<file path="config.mk">
export PLATFORM = sky130hd
export DESIGN_NAME = dps_sram_block
export DESIGN_NICKNAME = d
export VERILOG_FILES = /design/src/hdl/dps_pkg.sv /design/src/hdl/dps_sram_block.sv /design/src/hdl/dps_store.sv
export SDC_FILE = /design/constraint.sdc
export NUM_CORES = 1
export LEC_CHECK = 0
export ABC_CLOCK_PERIOD_IN_PS = 6300
export BUFFER_PORTS_ARGS = -buffer_cell sky130_fd_sc_hd__clkbuf_2
export CORE_ASPECT_RATIO = 1.1
export CORE_MARGIN = 4
export CORE_UTILIZATION = 50
export CTS_CLUSTER_SIZE = 12
export DETAILED_ROUTE_END_ITERATION = 16
export PLACE_DENSITY = 0.63
export SYNTH_ARGS = -nofsm -noshare
export SYNTH_HDL_FRONTEND = slang
export SYNTH_HIERARCHICAL = 1
export SYNTH_SLANG_ARGS = --single-unit
</file>
<file path="constraint.sdc">
create_clock -name clock -period 6.3 [get_ports clock]
set_input_delay 0 -clock clock [delete_from_list [all_inputs] [get_ports clock]]
set_output_delay 0 -clock clock [all_outputs]
set_load 0.05 [all_outputs]
</file>
<file path="src/hdl/dps_pkg.sv">
package dps_pkg;
	// geometry of one memory block
	localparam int DPS_TOTAL_BITS = 256;
	localparam int DPS_BYTE_W = 8;
	localparam int DPS_NIB_W = 4;
	localparam int DPS_WORDS = DPS_TOTAL_BITS / DPS_BYTE_W;
	localparam int DPS_LANES = DPS_BYTE_W / DPS_NIB_W;
	localparam int DPS_ADDR_W = 6;
	localparam int DPS_ROW_W = DPS_ADDR_W - 1;
	// position of the address bit that picks the nibble lane
	localparam int DPS_LANE_BIT = 5;
	// values after reset
	localparam logic [DPS_BYTE_W-1:0] DPS_RD_DATA_RST = 8'h00;
	localparam logic DPS_CLK_SAMPLE_RST = 1'b0;
	localparam logic DPS_PRIMED_RST = 1'b0;
	// lane enables for whole byte and for each nibble
	localparam logic [DPS_LANES-1:0] DPS_LANES_ALL = 2'h3;
	localparam logic [DPS_LANES-1:0] DPS_LANE_LO = 2'h1;
	localparam logic [DPS_LANES-1:0] DPS_LANE_HI = 2'h2;
	localparam logic [DPS_NIB_W-1:0] DPS_NIB_ZERO = 4'h0;
endpackage : dps_pkg

</file>
<file path="src/hdl/dps_sram_block.sv">
`timescale 1ns/1ps
`default_nettype none
module dps_sram_block (
	input wire logic clock,
	input wire logic rst,
	input wire logic byte_mode,
	input wire logic read_async,
	input wire logic write_clk,
	input wire logic write_edge_fall,
	input wire logic write_en,
	input wire logic [dps_pkg::DPS_ADDR_W-1:0] write_word_select,
	input wire logic [dps_pkg::DPS_BYTE_W-1:0] write_data_in,
	input wire logic read_clk,
	input wire logic read_edge_fall,
	input wire logic [dps_pkg::DPS_ADDR_W-1:0] read_word_select,
	output logic [dps_pkg::DPS_BYTE_W-1:0] read_data
);
	import dps_pkg::*;

	logic write_clk_q;
	logic read_clk_q;
	logic primed_q;
	logic [DPS_BYTE_W-1:0] read_data_q;
	logic [DPS_BYTE_W-1:0] read_data_d;

	wire write_rise;
	wire write_fall;
	wire read_rise;
	wire read_fall;
	wire write_stb;
	wire read_stb;
	wire [DPS_ROW_W-1:0] write_row;
	wire [DPS_ROW_W-1:0] read_row;
	wire write_lane;
	wire read_lane;
	wire [DPS_LANES-1:0] write_lanes;
	wire [DPS_BYTE_W-1:0] write_word;
	wire [DPS_BYTE_W-1:0] stored_word;
	wire [DPS_NIB_W-1:0] stored_nib;
	wire [DPS_BYTE_W-1:0] selected_word;
	wire [DPS_WORDS*DPS_BYTE_W-1:0] contents;

	// port clocks are plain synchronous inputs; edges come from the last sample
	assign write_rise = write_clk & ~write_clk_q;
	assign write_fall = ~write_clk & write_clk_q;
	assign read_rise = read_clk & ~read_clk_q;
	assign read_fall = ~read_clk & read_clk_q;

	// active edge picked per port; first cycle after reset is masked
	// so a port clock already high at release is not taken for an edge
	assign write_stb = primed_q & write_en
		& (write_edge_fall ? write_fall : write_rise);
	assign read_stb = primed_q
		& (read_edge_fall ? read_fall : read_rise);

	// row is the low five bits; bit five only picks a nibble lane
	assign write_row = write_word_select[DPS_ROW_W-1:0];
	assign read_row = read_word_select[DPS_ROW_W-1:0];
	assign write_lane = write_word_select[DPS_LANE_BIT];
	assign read_lane = read_word_select[DPS_LANE_BIT];

	// byte mode writes both lanes, 64x4 mode one lane by bit five
	assign write_lanes = byte_mode ? DPS_LANES_ALL
		: (write_lane ? DPS_LANE_HI : DPS_LANE_LO);
	// nibble data is copied to both lanes, the lane enable picks one
	assign write_word = byte_mode ? write_data_in
		: {write_data_in[DPS_NIB_W-1:0], write_data_in[DPS_NIB_W-1:0]};

	// read selection: whole byte, or the chosen nibble zero-extended
	assign stored_nib = read_lane ? stored_word[DPS_BYTE_W-1:DPS_NIB_W]
		: stored_word[DPS_NIB_W-1:0];
	assign selected_word = byte_mode ? stored_word
		: {DPS_NIB_ZERO, stored_nib};

	// sync mode reloads only on the read edge, otherwise holds
	assign read_data_d = read_stb ? selected_word : read_data_q;
	// async mode bypasses the register entirely
	assign read_data = read_async ? selected_word : read_data_q;

	// ports share only the array, so a read never waits on a write;
	// a read of the row being written in the same cycle sees old data
	dps_store #(
		.WORDS(DPS_WORDS),
		.WIDTH(DPS_BYTE_W),
		.LANES(DPS_LANES),
		.ROW_W(DPS_ROW_W)
	) u_store (
		.clock(clock),
		.wr_en(write_stb),
		.wr_row(write_row),
		.wr_lane_en(write_lanes),
		.wr_data(write_word),
		.rd_row(read_row),
		.rd_word(stored_word),
		.contents(contents)
	);

	// clock samples and edge mask
	always_ff @(posedge clock) begin
		if (rst) begin
			write_clk_q <= DPS_CLK_SAMPLE_RST;
			read_clk_q <= DPS_CLK_SAMPLE_RST;
			primed_q <= DPS_PRIMED_RST;
		end else begin
			write_clk_q <= write_clk;
			read_clk_q <= read_clk;
			primed_q <= 1'b1;
		end
	end

	// read data register for synchronous reads
	always_ff @(posedge clock) begin
		if (rst) begin
			read_data_q <= DPS_RD_DATA_RST;
		end else begin
			read_data_q <= read_data_d;
		end
	end
endmodule : dps_sram_block
`default_nettype wire

</file>
<file path="src/hdl/dps_store.sv">
`timescale 1ns/1ps
`default_nettype none
module dps_store #(
	parameter int WORDS = 32,
	parameter int WIDTH = 8,
	parameter int LANES = 2,
	parameter int ROW_W = 5
) (
	input wire logic clock,
	input wire logic wr_en,
	input wire logic [ROW_W-1:0] wr_row,
	input wire logic [LANES-1:0] wr_lane_en,
	input wire logic [WIDTH-1:0] wr_data,
	input wire logic [ROW_W-1:0] rd_row,
	output logic [WIDTH-1:0] rd_word,
	output logic [WORDS*WIDTH-1:0] contents
);
	localparam int LANE_W = WIDTH / LANES;

	logic [WIDTH-1:0] mem_q [WORDS];
	logic [WORDS-1:0] row_hit;

	// one-hot row decode, empty when no write is in progress
	assign row_hit = wr_en ? (WORDS'(1) << wr_row) : '0;
	// read path is pure selection so async reads see it directly
	assign rd_word = mem_q[rd_row];

	// storage has no reset: contents are undefined until written
	for (genvar i = 0; i < WORDS; i++) begin : g_row
		assign contents[i*WIDTH +: WIDTH] = mem_q[i];
		for (genvar j = 0; j < LANES; j++) begin : g_lane
			always_ff @(posedge clock) begin
				if (row_hit[i] && wr_lane_en[j]) begin
					mem_q[i][j*LANE_W +: LANE_W] <= wr_data[j*LANE_W +: LANE_W];
				end
			end
		end
	end
endmodule : dps_store
`default_nettype wire

</file>
## Yosys cells after proc, flatten, opt, wreduce, memory -nomap -nowiden

Memories as Yosys holds them, arrays and structs flattened.
Index checks and enable logic that the tools add are counted.

| word-level totals | value |
|---|---|
| flip-flop bits (word level) | 11 |
| RAM bits | 256 |
| output and inout bits | 8 |
| memories kept | 1 |

| cells by class | value |
|---|---|
| shifts and indexed selects | 1 |
| multiplexer cells | 138 |
| bitwise logic cells | 11 |
| reductions and logical operators | 64 |

Memories:

| memory | depth | bits a word | read ports | clocked after Yosys merged registers in | wr ports | RTL line | source |
|---|---|---|---|---|---|---|---|
| u_store.mem_q | 32 | 8 | 1 | 0 | 32 | dps_store.sv:20 | `logic [WIDTH-1:0] mem_q [WORDS];` |

Operators by type and width:

| cell | number |
|---|---|
| 2-to-1 mux 1 bit | 131 |
| logical AND 1 bit | 64 |
| 2-to-1 mux 32 bit | 1 |
| << shifter 1 x 5 -> 32 bit (first input constant) | 1 |
| 2-to-1 mux 8 bit | 3 |
| AND 1 bit | 7 |
| 2-to-1 mux 2 bit | 2 |
| 2-to-1 mux 4 bit | 1 |
| NOT 1 bit | 4 |

## Longest topological paths before layout

| logic depth | value |
|---|---|
| word-level depth | 8 |
| mapped depth | 7 |

## Cells and area by module

Netlist, hierarchy kept.

By module, submodules not included:

| module | times used | cells each | area each (µm²) | seq. area each (µm²) |
|---|---|---|---|---|
| dps_store | 1 | 458 | 10063.4 | 7687.4 |
| dps_sram_block | 1 | 83 | 675.6 | 220.2 |

## Worst setup path after synthesis

Ideal clock, no wire load.

| timing | value |
|---|---|
| path kind | input to output |
| start | input port read_word_select[2] (netlist bit) |
| end | output port read_data[6] (netlist bit) |
| arrival time | 2.294 ns |
| required time | 6.300 ns |
| setup slack | 4.006 ns |
| stages on the path | 7 |
| path buffers | 2 |
| cells stage by stage | clkbuf_1 -> buf_1 -> mux4_2 -> mux4_2 -> mux2_2 -> nand3_1 -> o21ai_0 |

| on the way | value |
|---|---|
| word-level cells in the longest chain between the ends | 3 |

RTL lines:

| item | RTL line | source |
|---|---|---|
| from (decl) | dps_sram_block.sv:15 | `input wire logic [dps_pkg::DPS_ADDR_W-1:0] read_word_select,` |
| memory (32 x 8 bit) | -- |  |
| net stored_word[6] | dps_sram_block.sv:38 | `wire [DPS_BYTE_W-1:0] stored_word;` |
| 2-to-1 mux 8 bit | dps_sram_block.sv:72 | `assign selected_word = byte_mode ? stored_word` |
| 2-to-1 mux 8 bit | dps_sram_block.sv:78 | `assign read_data = read_async ? selected_word : read_data_q;` |
| to (decl) | dps_sram_block.sv:16 | `output logic [dps_pkg::DPS_BYTE_W-1:0] read_data` |

The timed path passes the listed nets, and every way through them passes these cells.

## Worst setup path in the final report

| timing | value |
|---|---|
| start | input port read_word_select[0] (netlist bit) |
| end | output port read_data[0] (netlist bit) |

| on the way | value |
|---|---|
| word-level cells in the longest chain between the ends | 4 |

RTL lines:

| item | RTL line | source |
|---|---|---|
| memory (32 x 8 bit) | -- |  |
| net stored_word[4] | dps_sram_block.sv:38 |  |
| 2-to-1 mux 4 bit | dps_sram_block.sv:70 | `assign stored_nib = read_lane ? stored_word[DPS_BYTE_W-1:DPS_NIB_W]` |
| 2-to-1 mux 8 bit | dps_sram_block.sv:72 |  |
| 2-to-1 mux 8 bit | dps_sram_block.sv:78 |  |

The timed path passes the listed nets, and every way through them passes these cells.

==> results.tsv <==
stage	metric	value	unit
sta	setup_viol	0	
layout	final_cells	891	
sta	hold_violations	0	
routing	drt_iter0_drc	608	
layout	nNetsFinal	614	
global_route	grt_util_all_layers	18.5	%
sta	fin_skew	0.00562	ns
clock_network	cts_max_path_buffers	3	
placed_design	gp_congestion	0.841	
routing	viasPerCell	5.89	
setup_path	crit_required	6.30	ns
routing	via_count	5248	
layout	n_fill_cell	1540	
layout	area_growth	11.7	%
logic_synthesis	yosys-top-cells-area	edfxtp_1, mux4_2, nor2_1, dfxtp_1, mux2_2	
logic_synthesis	synth_top_cell_area_share	71.6	%
logic_synthesis	syn_inst	541	
layout	seq_area	7910	sq um
logic_synthesis	synth_nets	570	
logic_synthesis	synth_flop_cell	edfxtp_1	
global_route	grt_overflow	0	
logic_synthesis	async_flop_share	0	%
sta	fin_crit	3.21	ns
floorplanning	die_area	23900	sq um
global_route	grt_pass1_vias	5440	
clock_network	cts_setup_buffers	0	
logic_synthesis	yosysWarnings	6	
logic_synthesis	syn_avg_cell_area	19.9	sq um
logic_synthesis	ys_types	29	
clock_network	cts_tree	yes	
clock_network	cts_sinks	267	
global_route	grt_max_degree	65	
pwr	power_leakage	3.72	nW
logic_synthesis	ys_ff_latch	267	
floorplanning	die_w	148	um
logic_synthesis	synth_edf_count	256	
routing	dr.pass1.iters	5	
global_route	antenna_found_initial	1	
sta	maxSlewViolCount	0	
status	status	finished, final reports clean	
setup_path	critPathLaunchType	input port	
routing	wl	21600	um
setup_path	path_class	in -> out	
global_route	grt_first_pass_wirelength	33300	um
clock_network	ctsResizeCount	0	
routing	wire_per_inst	24.2	um
routing	drcViolationCount	0	
setup_path	critPathMaxFanout	44	
setup_path	end_kind	output port	
clock_network	insertion_delay	0.51	ns
pwr	p_per_area	300	nW/um^2
sta	setup_tns	0	ns
logic_synthesis	synth_common_cells	edfxtp_1, mux4_2, nor2_1	
pwr	peakVddDrop	0.000171	V
logic_synthesis	ys_seq_area_share	73.6	%
sta	period_share	51.0	%
sta	rsz0062_at_grt	no	
placed_design	hpwl	14200	um
placed_design	port_buffers	36	
job	max_cap_viol_count	0	
setup_path	cp_cell_sequence	buf_4, buf_4, mux4_2, mux4_2, mux2_2, mux2i_1, a21oi_1, clkbuf_2	
clock_network	cts_buffers	27	
setup_path	crit_arrival	3.21	ns
logic_synthesis	syn_area	10700	sq um
setup_path	cp_slowest_stage_delay	0.75	ns
sta	maxSlewHeadroom	36.4	%
setup_path	path_delay_family	multiplexers	
logic_synthesis	yosysMostFrequentCell	edfxtp_1	
clock_network	clk_pin_slew	0.06	ns
placed_design	dpl.cell_count	835	
floorplanning	core_area	20900	sq um
setup_path	crit_slowest_cell	buf_4	
routing	antenna_left	0	
floorplanning	start_util	51.5	%
sta	timing.fmax	0.311	GHz
floorplanning	rows	55	
layout	multi_input_area	2650	sq um
floorplanning	die_h	162	um
setup_path	cp.buffers_inverters	3	
logic_synthesis	yosysTopAreaCell	edfxtp_1	
clock_network	ctsRootBufferMaster	clkbuf_16	
floorplanning	pin_count	37	
clock_network	htreeDepth	1	
sta	max_slew.worst_pin.slew	0.954	ns
layout	final_layout_size_suffix_gt1_share	27.3	%
worst_hold_path	hp-class	in -> reg	
==> through the flow <==
| step | total power [mW] | util (%) | setup slack, ns | cell area (sq um) | hold slack [ns] |
|---|---|---|---|---|---|
| after global routing | 3.73 | 57.5 | 2.85 | 12000 | 0.0202 |
| after global placement | 2.21 | 53.4 | 3.04 | 11100 | 0.240 |
| final | 3.60 | 57.5 | 3.09 | 12000 | 0.0149 |
| after detailed placement | 2.21 | 53.4 | 3.01 | 11100 | 0.254 |
| after CTS | 3.63 | 57.5 | 3.01 | 12000 | 0.00246 |
| after floorplan | 2.14 | - | 4.01 | 10700 | 0.0716 |
==> final timing paths <==
path,depth (start not counted),slack (ns),start,end
worst max-delay path,8,3.09,read_word_select[0],read_data[0]
worst min-delay path,2,0.01,write_data_in[1],u_store/mem_q[13][1]$_DFFE_PP_
worst max register to register,5,4.07,write_clk_q$_SDFF_PP0_,u_store/mem_q[19][5]$_DFFE_PP_
worst min register to register,2,0.47,read_data_q[5]$_SDFFE_PP0P_,read_data_q[5]$_SDFFE_PP0P_
==> timing repair <==
action	CTS	global route
hold buffers	6	0
endpoints found under the hold margin	11	0
setup endpoints to repair	0	0
==> flip-flops by register name (all words and copies together) (netlist names) <==
name,cells
u_store/mem_q,256
read_data_q,8
primed_q,1
read_clk_q,1
write_clk_q,1
==> logic make-up (layout without fill, tap and decap cells) <==
kind of cell | after synthesis | in the layout | synth area share [%]
AO/OA/AOI/OAI | 21 | 21 | 1.17
buffers and inverters | 36 | 100 | 1.71
flip-flops | 267 | 267 | 73.6
multiplexers | 96 | 96 | 18.4
other | 0 | 1 | 0
AND/OR/NAND/NOR | 121 | 121 | 5.08
==> per-layer routing <==
metal / track usage (%) / wire length (um)
met1: 25.7 / 8990
met5: 0 / 0
met3: 2.54 / 1110
met4: 4.53 / 411
met2: 31.4 / 11000
==> layout by cell type, fill, tap and decap left out, drive strengths merged, types with 2 or more instances in the layout <==
| cell | instances |
|---|---|
| mux4 | 80 |
| dlygate4sd3 | 6 |
| inv | 5 |
| o21ai | 4 |
| buf | 5 |
| nor3 | 4 |
| a211oi | 4 |
| mux2 | 12 |
| o211ai | 4 |
| nor2 | 71 |
| mux2i | 4 |
| nor2b | 7 |
| nand2 | 14 |
| clkinv | 2 |
| edfxtp | 256 |
| clkbuf | 82 |
| nand3 | 16 |
| nand2b | 2 |
| dfxtp | 11 |
| a21oi | 9 |
==> final cells by class <==
type	instances	area share (%)
Clock buffer	47	6.51
Antenna cell	1	0.0209
Sequential cell	267	65.9
Clock inverter	2	0.0834
Inverter	5	0.156
Multi-Input combinational cell	238	22.1
Timing Repair Buffer	46	2.27
Tap cell	285	2.97
==> worst register-to-register path: stages (launching register included) <==
cell and delay (ns):
dfxtp_1 0.31, nor2_1 0.09, nand2_1 0.06, a21oi_1 0.27, nand3_1 0.53, nor2_1 0.61
==> power by group <==
group / switching, mW / internal (mW)
Clock: 0.596 / 0.831
Sequential: 0.00232 / 1.96
Combinational: 0.133 / 0.0830
(Power assumes the default switching activity.)
